### src/hw/ioc_pkg.sv
// constants shared by the change-compare block and its pin cells
package ioc_pkg;
   // -------------------------------------------------------------
   // register addresses (pointer values)
   // -------------------------------------------------------------
   localparam logic [7:0] ADDR_DIRECTION = 8'h00; // owned outside
   localparam logic [7:0] ADDR_CHANGE_EN = 8'h02; // owned outside
   localparam logic [7:0] ADDR_DEFAULT = 8'h03; // default_compare_value
   localparam logic [7:0] ADDR_SELECT = 8'h04; // compare_source_select
   localparam logic [7:0] ADDR_CONFIG = 8'h05; // expander_configuration
   localparam logic [7:0] ADDR_FLAGS = 8'h07; // per-pin cause flags
   localparam logic [7:0] ADDR_CAPTURE = 8'h08; // captured_value_register
   localparam logic [7:0] ADDR_PORT = 8'h09; // port value
   localparam logic [7:0] ADDR_LAST = 8'h0a; // pointer wraps after this
   // -------------------------------------------------------------
   // expander_configuration fields
   // -------------------------------------------------------------
   localparam int SEQ_OP_BIT = 5; // sequential_operation_bit
   localparam int OPEN_DRAIN_BIT = 2; // open_drain_select
   localparam int POLARITY_BIT = 1; // irq_polarity_bit
   localparam int CLEAR_CTRL_BIT = 0; // irq_clear_control
   localparam logic [7:0] CONFIG_MASK = 8'h27; // implemented bits only
   // -------------------------------------------------------------
   // values after reset
   // -------------------------------------------------------------
   localparam logic [7:0] DEFAULT_RST = 8'h00;
   localparam logic [7:0] SELECT_RST = 8'h00;
   localparam logic [7:0] CONFIG_RST = 8'h00;
   localparam logic [7:0] CAPTURE_RST = 8'h00;
   localparam logic [7:0] PTR_RST = 8'h00;
   localparam logic INT_LEVEL_RST = 1'b1; // push-pull low-active, idle high
   localparam logic INT_OE_RST = 1'b1;
endpackage

### src/hw/ioc_pin_cell.sv
// one pin: synchroniser, previous-value reference and mismatch detect
`timescale 1ns/1ps
module ioc_pin_cell
   import ioc_pkg::*;
(
   // clock and reset
   input wire logic clk_in,
   input wire logic rst_in,
   // pin and compare setup
   input wire logic pin_in,
   input wire logic use_default_in,
   input wire logic default_bit_in,
   input wire logic hold_in,
   // results
   output logic level_out,
   output logic mismatch_out
);
   // -------------------------------------------------------------
   // state
   // -------------------------------------------------------------
   typedef struct packed {
      logic sync1; // first stage, read only by sync2
      logic sync2; // clean pin level
      logic prev; // previous-value reference
   } cell_t;

   cell_t cell_r; // registered state
   cell_t cell_nxt; // next state

   // next state and compare
   always_comb
   begin
      cell_nxt = cell_r;
      cell_nxt.sync1 = pin_in;
      cell_nxt.sync2 = cell_r.sync1;
      // reference follows pin, frozen while pending
      if (!hold_in)
      begin
         cell_nxt.prev = cell_r.sync2;
      end
      if (use_default_in)
      begin
         mismatch_out = cell_r.sync2 != default_bit_in;
      end
      else
      begin
         mismatch_out = cell_r.sync2 != cell_r.prev;
      end
      level_out = cell_r.sync2;
   end

   // state register
   always_ff @(posedge clk_in or posedge rst_in)
   begin
      if (rst_in)
      begin
         cell_r <= '0;
      end
      else
      begin
         cell_r <= cell_nxt;
      end
   end
endmodule // ioc_pin_cell

### src/hw/ioc_compare_and_config.sv
// change-compare interrupt logic with its configuration registers
// Contract
// - default mode flags pin opposite default bit
// - select bit 1 default, 0 previous
// - pointer increments unless sequential bit set
// - open-drain select drives open-drain output
// - push-pull polarity follows polarity bit
// - clear-control picks capture or port read
// - clear only when mismatch condition inactive
// - config bits 7,6,4,3 read zero
// - only enabled pins take part
// - output pins never cause interrupt
// - first event captures, later ones wait
// - clear after lsb out, writes ignored
`timescale 1ns/1ps
module ioc_compare_and_config
   import ioc_pkg::*;
(
   // clock and reset
   input wire logic clk_in,
   input wire logic rst_in,
   // port pins
   input wire logic [7:0] pins_in,
   // settings held in registers outside this block
   input wire logic [7:0] change_irq_enable_in,
   input wire logic [7:0] pin_direction_in,
   // register port from the serial engine
   input wire logic ptr_load_in,
   input wire logic [7:0] ptr_addr_in,
   input wire logic byte_done_in,
   input wire logic reg_wr_in,
   input wire logic [7:0] reg_wdata_in,
   input wire logic reg_rd_in,
   input wire logic read_lsb_done_in,
   // register answers
   output logic [7:0] reg_ptr_out,
   output logic [7:0] reg_rdata_out,
   output logic [7:0] irq_flags_out,
   // interrupt pin
   output logic int_level_out,
   output logic int_oe_out
);
   // -------------------------------------------------------------
   // state
   // -------------------------------------------------------------
   typedef struct packed {
      logic [7:0] ptr; // register address pointer
      logic [7:0] default_bits; // default_compare_value
      logic [7:0] compare_select_bits; // compare_source_select
      logic [7:0] config_bits; // expander_configuration
      logic [7:0] flags; // which pins caused the interrupt
      logic [7:0] captured; // captured_value_register
      logic [7:0] rdata; // read answer
      logic pending; // interrupt active
      logic int_level; // pin level
      logic int_oe; // pin drive enable
   } state_t;

   localparam state_t STATE_RST = '{
      ptr: PTR_RST, default_bits: DEFAULT_RST, compare_select_bits: SELECT_RST,
      config_bits: CONFIG_RST, flags: 8'h00, captured: CAPTURE_RST,
      rdata: 8'h00, pending: 1'b0, int_level: INT_LEVEL_RST, int_oe: INT_OE_RST};

   state_t st_r; // registered state
   state_t st_nxt; // next state

   logic [7:0] levels; // synchronised pin levels
   logic [7:0] mismatch; // raw per-pin mismatch
   logic [7:0] armed; // pins allowed to interrupt
   logic [7:0] active; // armed mismatches
   logic condition; // any armed mismatch
   logic clear_read; // selected register read finished
   logic clear_ok; // clear accepted

   // -------------------------------------------------------------
   // per-pin compare cells
   // -------------------------------------------------------------
   for (genvar i = 0; i < 8; i++)
   begin : g_pin
      ioc_pin_cell u_cell (
         .clk_in(clk_in),
         .rst_in(rst_in),
         .pin_in(pins_in[i]),
         .use_default_in(st_r.compare_select_bits[i]),
         .default_bit_in(st_r.default_bits[i]),
         .hold_in(st_r.pending),
         .level_out(levels[i]),
         .mismatch_out(mismatch[i])
      );
   end

   // -------------------------------------------------------------
   // interrupt condition and clear decode
   // -------------------------------------------------------------
   always_comb
   begin
      armed = change_irq_enable_in & pin_direction_in;
      active = mismatch & armed;
      condition = |active;
      // clearing register chosen by clear control
      if (st_r.config_bits[CLEAR_CTRL_BIT])
      begin
         clear_read = read_lsb_done_in && (st_r.ptr == ADDR_CAPTURE);
      end
      else
      begin
         clear_read = read_lsb_done_in && (st_r.ptr == ADDR_PORT);
      end
      clear_ok = clear_read && !condition;
   end

   // -------------------------------------------------------------
   // next state
   // -------------------------------------------------------------
   always_comb
   begin
      st_nxt = st_r;
      // pointer load or advance
      if (ptr_load_in)
      begin
         st_nxt.ptr = ptr_addr_in;
      end
      else if (byte_done_in && !st_r.config_bits[SEQ_OP_BIT])
      begin
         if (st_r.ptr == ADDR_LAST)
         begin
            st_nxt.ptr = PTR_RST;
         end
         else
         begin
            st_nxt.ptr = st_r.ptr + 8'h01;
         end
      end
      // register writes at the pointer
      if (reg_wr_in)
      begin
         if (st_r.ptr == ADDR_DEFAULT)
         begin
            st_nxt.default_bits = reg_wdata_in;
         end
         else if (st_r.ptr == ADDR_SELECT)
         begin
            st_nxt.compare_select_bits = reg_wdata_in;
         end
         else if (st_r.ptr == ADDR_CONFIG)
         begin
            st_nxt.config_bits = reg_wdata_in & CONFIG_MASK;
         end
      end
      // register reads at the pointer
      if (reg_rd_in)
      begin
         if (st_r.ptr == ADDR_DEFAULT)
         begin
            st_nxt.rdata = st_r.default_bits;
         end
         else if (st_r.ptr == ADDR_SELECT)
         begin
            st_nxt.rdata = st_r.compare_select_bits;
         end
         else if (st_r.ptr == ADDR_CONFIG)
         begin
            st_nxt.rdata = st_r.config_bits & CONFIG_MASK;
         end
         else if (st_r.ptr == ADDR_FLAGS)
         begin
            st_nxt.rdata = st_r.flags;
         end
         else if (st_r.ptr == ADDR_CAPTURE)
         begin
            st_nxt.rdata = st_r.captured;
         end
         else if (st_r.ptr == ADDR_PORT)
         begin
            st_nxt.rdata = levels;
         end
         else
         begin
            // held by other blocks or unmapped
            st_nxt.rdata = 8'h00;
         end
      end
      // first event captures, later ones wait
      if (!st_r.pending && condition)
      begin
         st_nxt.pending = 1'b1;
         st_nxt.captured = levels;
         st_nxt.flags = active;
      end
      else if (st_r.pending && clear_ok)
      begin
         st_nxt.pending = 1'b0;
         st_nxt.flags = 8'h00;
      end
      if (st_nxt.config_bits[OPEN_DRAIN_BIT])
      begin
         st_nxt.int_oe = st_nxt.pending;
         st_nxt.int_level = 1'b0;
      end
      else
      begin
         st_nxt.int_oe = 1'b1;
         st_nxt.int_level = ~(st_nxt.pending ^ st_nxt.config_bits[POLARITY_BIT]);
      end
   end

   // state register
   always_ff @(posedge clk_in or posedge rst_in)
   begin
      if (rst_in)
      begin
         st_r <= STATE_RST;
      end
      else
      begin
         st_r <= st_nxt;
      end
   end

   // outputs straight from flops
   assign reg_ptr_out = st_r.ptr;
   assign reg_rdata_out = st_r.rdata;
   assign irq_flags_out = st_r.flags;
   assign int_level_out = st_r.int_level;
   assign int_oe_out = st_r.int_oe;
endmodule // ioc_compare_and_config

### config.mk
export PLATFORM = sky130hd
export DESIGN_NAME = ioc_compare_and_config
export DESIGN_NICKNAME = d
export VERILOG_FILES = /design/src/hw/ioc_pkg.sv /design/src/hw/ioc_pin_cell.sv /design/src/hw/ioc_compare_and_config.sv
export SDC_FILE = /design/constraint.sdc
export NUM_CORES = 1
export LEC_CHECK = 0
export ABC_AREA = 1
export BUFFER_PORTS_ARGS = -buffer_cell sky130_fd_sc_hd__buf_2
export CAP_MARGIN = 20
export CORE_ASPECT_RATIO = 0.8
export CORE_MARGIN = 4
export CORE_UTILIZATION = 50
export DETAILED_ROUTE_END_ITERATION = 7
export PLACE_DENSITY = 0.83
export SKIP_CTS_REPAIR_TIMING = 1
export SLEW_MARGIN = 15
export SYNTH_ARGS = -nofsm -noshare
export SYNTH_HDL_FRONTEND = slang
export SYNTH_SLANG_ARGS = --single-unit
### constraint.sdc
create_clock -name clk_in -period 3.2 [get_ports clk_in]
set_input_delay 0.8 -clock clk_in [delete_from_list [all_inputs] [get_ports clk_in]]
set_output_delay 0.8 -clock clk_in [all_outputs]
set_load 0.03 [all_outputs]
Word-level counts from Yosys, hierarchy flattened
Index checks and enable logic that the tools add are counted.
{"block": "word_totals", "register_bits": 79, "out_inout_bits": 26, "wordCells": 107}
{"block": "classes", "n_addsub": 1, "n_eq_ne": 23, "n_mux": 27, "bitwise": 6, "n_reduce_logical": 15}
{"cell": "$mux 8", "count": 11}
{"cell": "$eq 8x3->1 const B", "count": 3}
{"cell": "$eq 8x4->1 const B", "count": 3}
{"cell": "$and 8x8->8", "count": 2}
{"cell": "$ne 1x1->1", "count": 16}
{"cell": "$mux 3", "count": 4}
{"cell": "$mux 1", "count": 11}
{"cell": "$add 8x1->8 const B", "count": 1}
{"cell": "$eq 8x2->1 const B", "count": 1}
{"cell": "$reduce_or 8->1", "count": 1}
{"cell": "$logic_and 1x1->1", "count": 6}
{"cell": "$reduce_and 4->1", "count": 1}
{"cell": "$reduce_bool 2->1", "count": 2}
{"cell": "$logic_not 1->1", "count": 3}
{"cell": "$not 1->1", "count": 3}
{"cell": "$reduce_and 3->1", "count": 1}
{"cell": "$mux 2", "count": 1}
{"cell": "$reduce_and 2->1", "count": 1}
{"cell": "$xor 1x1->1", "count": 1}

Depth between registers and ports, before layout
{"block": "depth", "ltp_word": 12, "ltp_mapped": 13}

Hierarchy
From an unflattened synthesis, not the netlist that was laid out.
{"block": "unflattened", "hier_cells": 518, "hier_area_um2": 4252.8}
{"module": "ioc_compare_and_config", "n_inst": 1, "cells_per_inst": 382, "area_per_inst_um2": 3201.8}
{"module": "ioc_pin_cell", "n_inst": 8, "cells_per_inst": 17, "area_per_inst_um2": 131.4}

Worst setup path before layout
No wires, ideal clock.
{"block": "synth_path", "path_type": "input to register", "start": "input ptr_load_in", "end": "register st_r, in the netlist reg_ptr_out[2]", "arrival_ns": 1.649, "required_time_ns": 3.069, "slack_ns": 1.420, "stages": 5, "path_buffers": 1, "path_cell_list": "clkbuf_1 -> a21oi_1 -> inv_1 -> nand4_1 -> o211ai_1"}
{"block": "synth_via", "elab_chain_cells": 1, "word_cells_on_any_way": 2, "cone_classes": "mux (1); reduce/logical (1)"}
{"element": "from (decl)", "line_no": "ioc_compare_and_config.sv:28", "rtl": "input wire logic ptr_load_in,"}
{"element": "$mux 8 or $reduce_bool 2->1 (tied branches)"}
{"element": "to (signal assigned)", "line_no": "ioc_compare_and_config.sv:216", "rtl": "st_r <= st_nxt;"}
{"element": "to (decl)", "line_no": "ioc_compare_and_config.sv:64", "rtl": "state_t st_r;"}
Several ways; a longest one is shown, not always the timed one.
A chain may end at the register's enable or synchronous reset.

Worst setup path after layout
{"block": "layout_path", "start": "register st_r, in the netlist reg_ptr_out[1]", "end": "register st_r, in the netlist reg_rdata_out[4]"}
{"block": "layout_via", "elab_chain_cells": 7, "word_cells_on_any_way": 12, "cone_classes": "eq/ne (6); mux (6)"}
{"element": "$eq 8x4->1", "line_no": "ioc_compare_and_config.sv:173", "rtl": "else if (st_r.ptr == ADDR_PORT)"}
{"element": "$mux 8", "line_no": "ioc_compare_and_config.sv:173"}
{"element": "$mux 8", "line_no": "ioc_compare_and_config.sv:169", "rtl": "else if (st_r.ptr == ADDR_CAPTURE)"}
{"element": "$mux 8", "line_no": "ioc_compare_and_config.sv:165", "rtl": "else if (st_r.ptr == ADDR_FLAGS)"}
{"element": "$mux 8", "line_no": "ioc_compare_and_config.sv:161", "rtl": "else if (st_r.ptr == ADDR_CONFIG)"}
{"element": "$mux 8", "line_no": "ioc_compare_and_config.sv:157", "rtl": "else if (st_r.ptr == ADDR_SELECT)"}
{"element": "$mux 8 (*)", "line_no": "ioc_compare_and_config.sv:153", "rtl": "if (st_r.ptr == ADDR_DEFAULT)"}
Every way passes the cells marked *; elsewhere a longest branch is shown, timed or not.

==> flow_summary.json <==
{
  "min_path_type": "flip-flop to flip-flop",
  "yosys.area_share.simple": 0.254,
  "die_w_um": 108,
  "power_leakage_uw": 0.00231,
  "rows": 28,
  "period_needed_ns": 2.22,
  "clockPowerShare": 0.250,
  "vdd_drop_max_mv": 0.226,
  "cap_violations": 0,
  "cp.arrival_ns": 2.46,
  "final_cell_mix": "nand2_1, dfrtp_1, buf_2",
  "drtIter0Drc": 393,
  "cts-buffers-inserted": 9,
  "port_buffers": 72,
  "tightestPinTransition_ns": 0.691,
  "synth_fa_ha_area_frac": 0.0125,
  "synth_top_cell_area_share": 0.480,
  "path_class": "flip-flop to flip-flop",
  "dpl_cell_area_um2": 4300,
  "ios": 73,
  "synth_mux_area_frac": 0,
  "p_switching_uw": 937,
  "dieHeight_um": 88.1,
  "drv_slew": 0,
  "grt_pass1_wl_mm": 16.7,
  "finClkSkew_ns": 0.00924,
  "h-tree-depth": 3,
  "routed_wirelength_mm": 10.1,
  "root_buffer": "clkbuf_8",
  "synth_cell_types": 32,
  "dp_hpwl_mm": 7.61,
  "netlist_area_um2": 4010,
  "setup_violations": 0,
  "min_period_over_period": 0.693,
  "synth_compound_area_frac": 0.130,
  "crit_path_end_kind": "flip-flop",
  "drt_pre_antenna_iters": 5,
  "nNetsFinal": 597,
  "synth_top_family_by_area": "simple AND/OR/NAND/NOR gates",
  "p_int_uw": 1730,
  "place.gp.congestion": 0.885,
  "cts_sinks": 79,
  "grt_usage": 0.227,
  "p_seq_frac": 0.510,
  "viasPerCell": 5.34,
  "grt_max_degree": 55,
  "finalPower_uw": 2670,
  "path_clk_slew_ns": 0.07,
  "synth-seq-area-share": 0.494,
  "initial_core_util": 0.527,
  "drive_gt1_frac": 0.213,
  "critPathMaxFanout": 12,
  "cts.path.max_buffers": 2,
  "p_comb_frac": 0.240,
  "yosysWarnings": 0,
  "synth_area_leader_cell": "dfrtp_1",
  "cp-start-kind": "flip-flop",
  "wl_per_cell_um": 15.5,
  "required_ns": 3.45,
  "finalHoldViolations": 0,
  "synth_xor_area_frac": 0.00437,
  "n_antenna_cell": 0,
  "synth.avg_cell_area_um2": 8.10,
  "worstSkewPairLatency_ns": 0.35,
  "grt_pass1_vias": 3396,
  "synth_area_leaders": "dfrtp_1, nand2_1, o21ai_0",
  "max_freq_mhz": 451,
  "layout_commonest_cell": "nand2_1",
  "cts_tree": "yes",
  "via_count": 3495,
  "coreArea_um2": 7600,
  "status": "completed",
  "slew_headroom": 0.540,
  "cellPowerDensity_nw_per_um2": 597,
  "grt_remaining_overflow": 0,
  "rsz0062_at_grt": "false",
  "syn_nets": 546,
  "area_growth_pct": 11.5,
  "swShare": 0.351,
  "final_cell_area_um2": 4470,
  "die-area_um2": 9530,
  "antenna_found_initial": 0,
  "ys_ff_latch": 79,
  "ant_nets": 0,
  "drc": 0,
  "synthCells": 495,
  "setup_tns_ns": 0
}
## Yosys cell counts
library cell  count
o21ai_1          30
dfstp_2           2
nand4_1           4
a21o_1            4
nor3_1            1
o21bai_1          1
nand3_1          40
buf_2             3
nand2_4           2
nand3_4           1
inv_1            43
nor2_2            3
nor2_1           21
a31oi_2           1
buf_4            26
a21oi_1          12
nand2_2           4
nor3_2            1
clkbuf_1          4
o211ai_1          4
nand3_2           1
nand2_1         143
ha_1              4
clkinv_1          1
o21ai_0          41
o21ai_2           1
inv_2             9
dfrtp_1          77
xor2_1            2
a22o_1            2
nor2_4            4
nand3b_1          3
## per-layer routing
metal  routed length [µm]  GRT usage
met1                 4490      0.322
met2                 4470      0.347
met3                 1040     0.0678
met4                  121     0.0539
met5                    0          0
## final cells by class
| type | count | area, µm² |
|---|---|---|
| Fill cell | 674 | 3130 |
| Sequential cell | 79 | 1980 |
| Multi-Input combinational cell | 330 | 1610 |
| Timing Repair Buffer | 73 | 380 |
| Inverter | 53 | 199 |
| Clock buffer | 12 | 155 |
| Tap cell | 105 | 131 |
| Clock inverter | 3 | 18.8 |
## critical path: stages, from the launching register on
cell and delay (ns):
dfrtp_1 0.44, inv_1 0.13, ha_1 0.28, nand3_1 0.13
nor2_1 0.54, o21ai_0 0.21, o21ai_1 0.19, a21o_1 0.14
nand2_1 0.05
## worst paths after layout
check	from	endpoint	slack, ns	cells past startpoint
max	reg_ptr_out[1]	reg_rdata_out[4]	0.98	8
min	g_pin[3].u_cell.cell_nxt[1]	g_pin[3].u_cell.level_out	0.35	0
max reg2reg	reg_ptr_out[1]	reg_rdata_out[4]	0.98	8
min reg2reg	g_pin[3].u_cell.cell_nxt[1]	g_pin[3].u_cell.level_out	0.35	0
max in group asynchronous	rst_in	int_level_out	2.00	3
min in group asynchronous	rst_in	reg_rdata_out[5]	0.50	2
## kinds of logic after synthesis
family | Yosys count
adder cells (fa/ha/maj) | 4
flip-flops | 79
buffers and inverters | 86
XOR/XNOR | 2
AND/OR/NAND/NOR | 228
AO/OA/AOI/OAI | 96
## power groups by stage
| stage | Sequential [µW] | Combinational (µW) | Clock (µW) |
|---|---|---|---|
| after CTS | 1360 | 641 | 676 |
| after global placement | 1360 | 605 | 0 |
| after global routing | 1390 | 726 | 725 |
| after floorplan | 1320 | 541 | 0 |
| after detailed placement | 1370 | 636 | 0 |
| final | 1360 | 641 | 667 |
## sequential cells by signal, summed over array words and instances (netlist names)
signal / cells
g_pin.u_cell.cell_nxt: 8
g_pin.u_cell.cell_r: 8
g_pin.u_cell.level_out: 8
int_level_out: 1
int_oe_out: 1
irq_flags_out: 8
reg_ptr_out: 8
reg_rdata_out: 8
st_r: 29
## metrics by stage
stage                util  instances  setup slack (ns)  hold slack (ns)
finish              0.588        655             0.982            0.350
global route        0.588        655             0.820            0.362
CTS                 0.588        655              1.03            0.353
detailed placement  0.565        640             0.990            0.336
global placement    0.565        640              1.06            0.332
floorplan               -        495             0.380            0.331
Note: power is estimated with default switching activity, not from simulation.
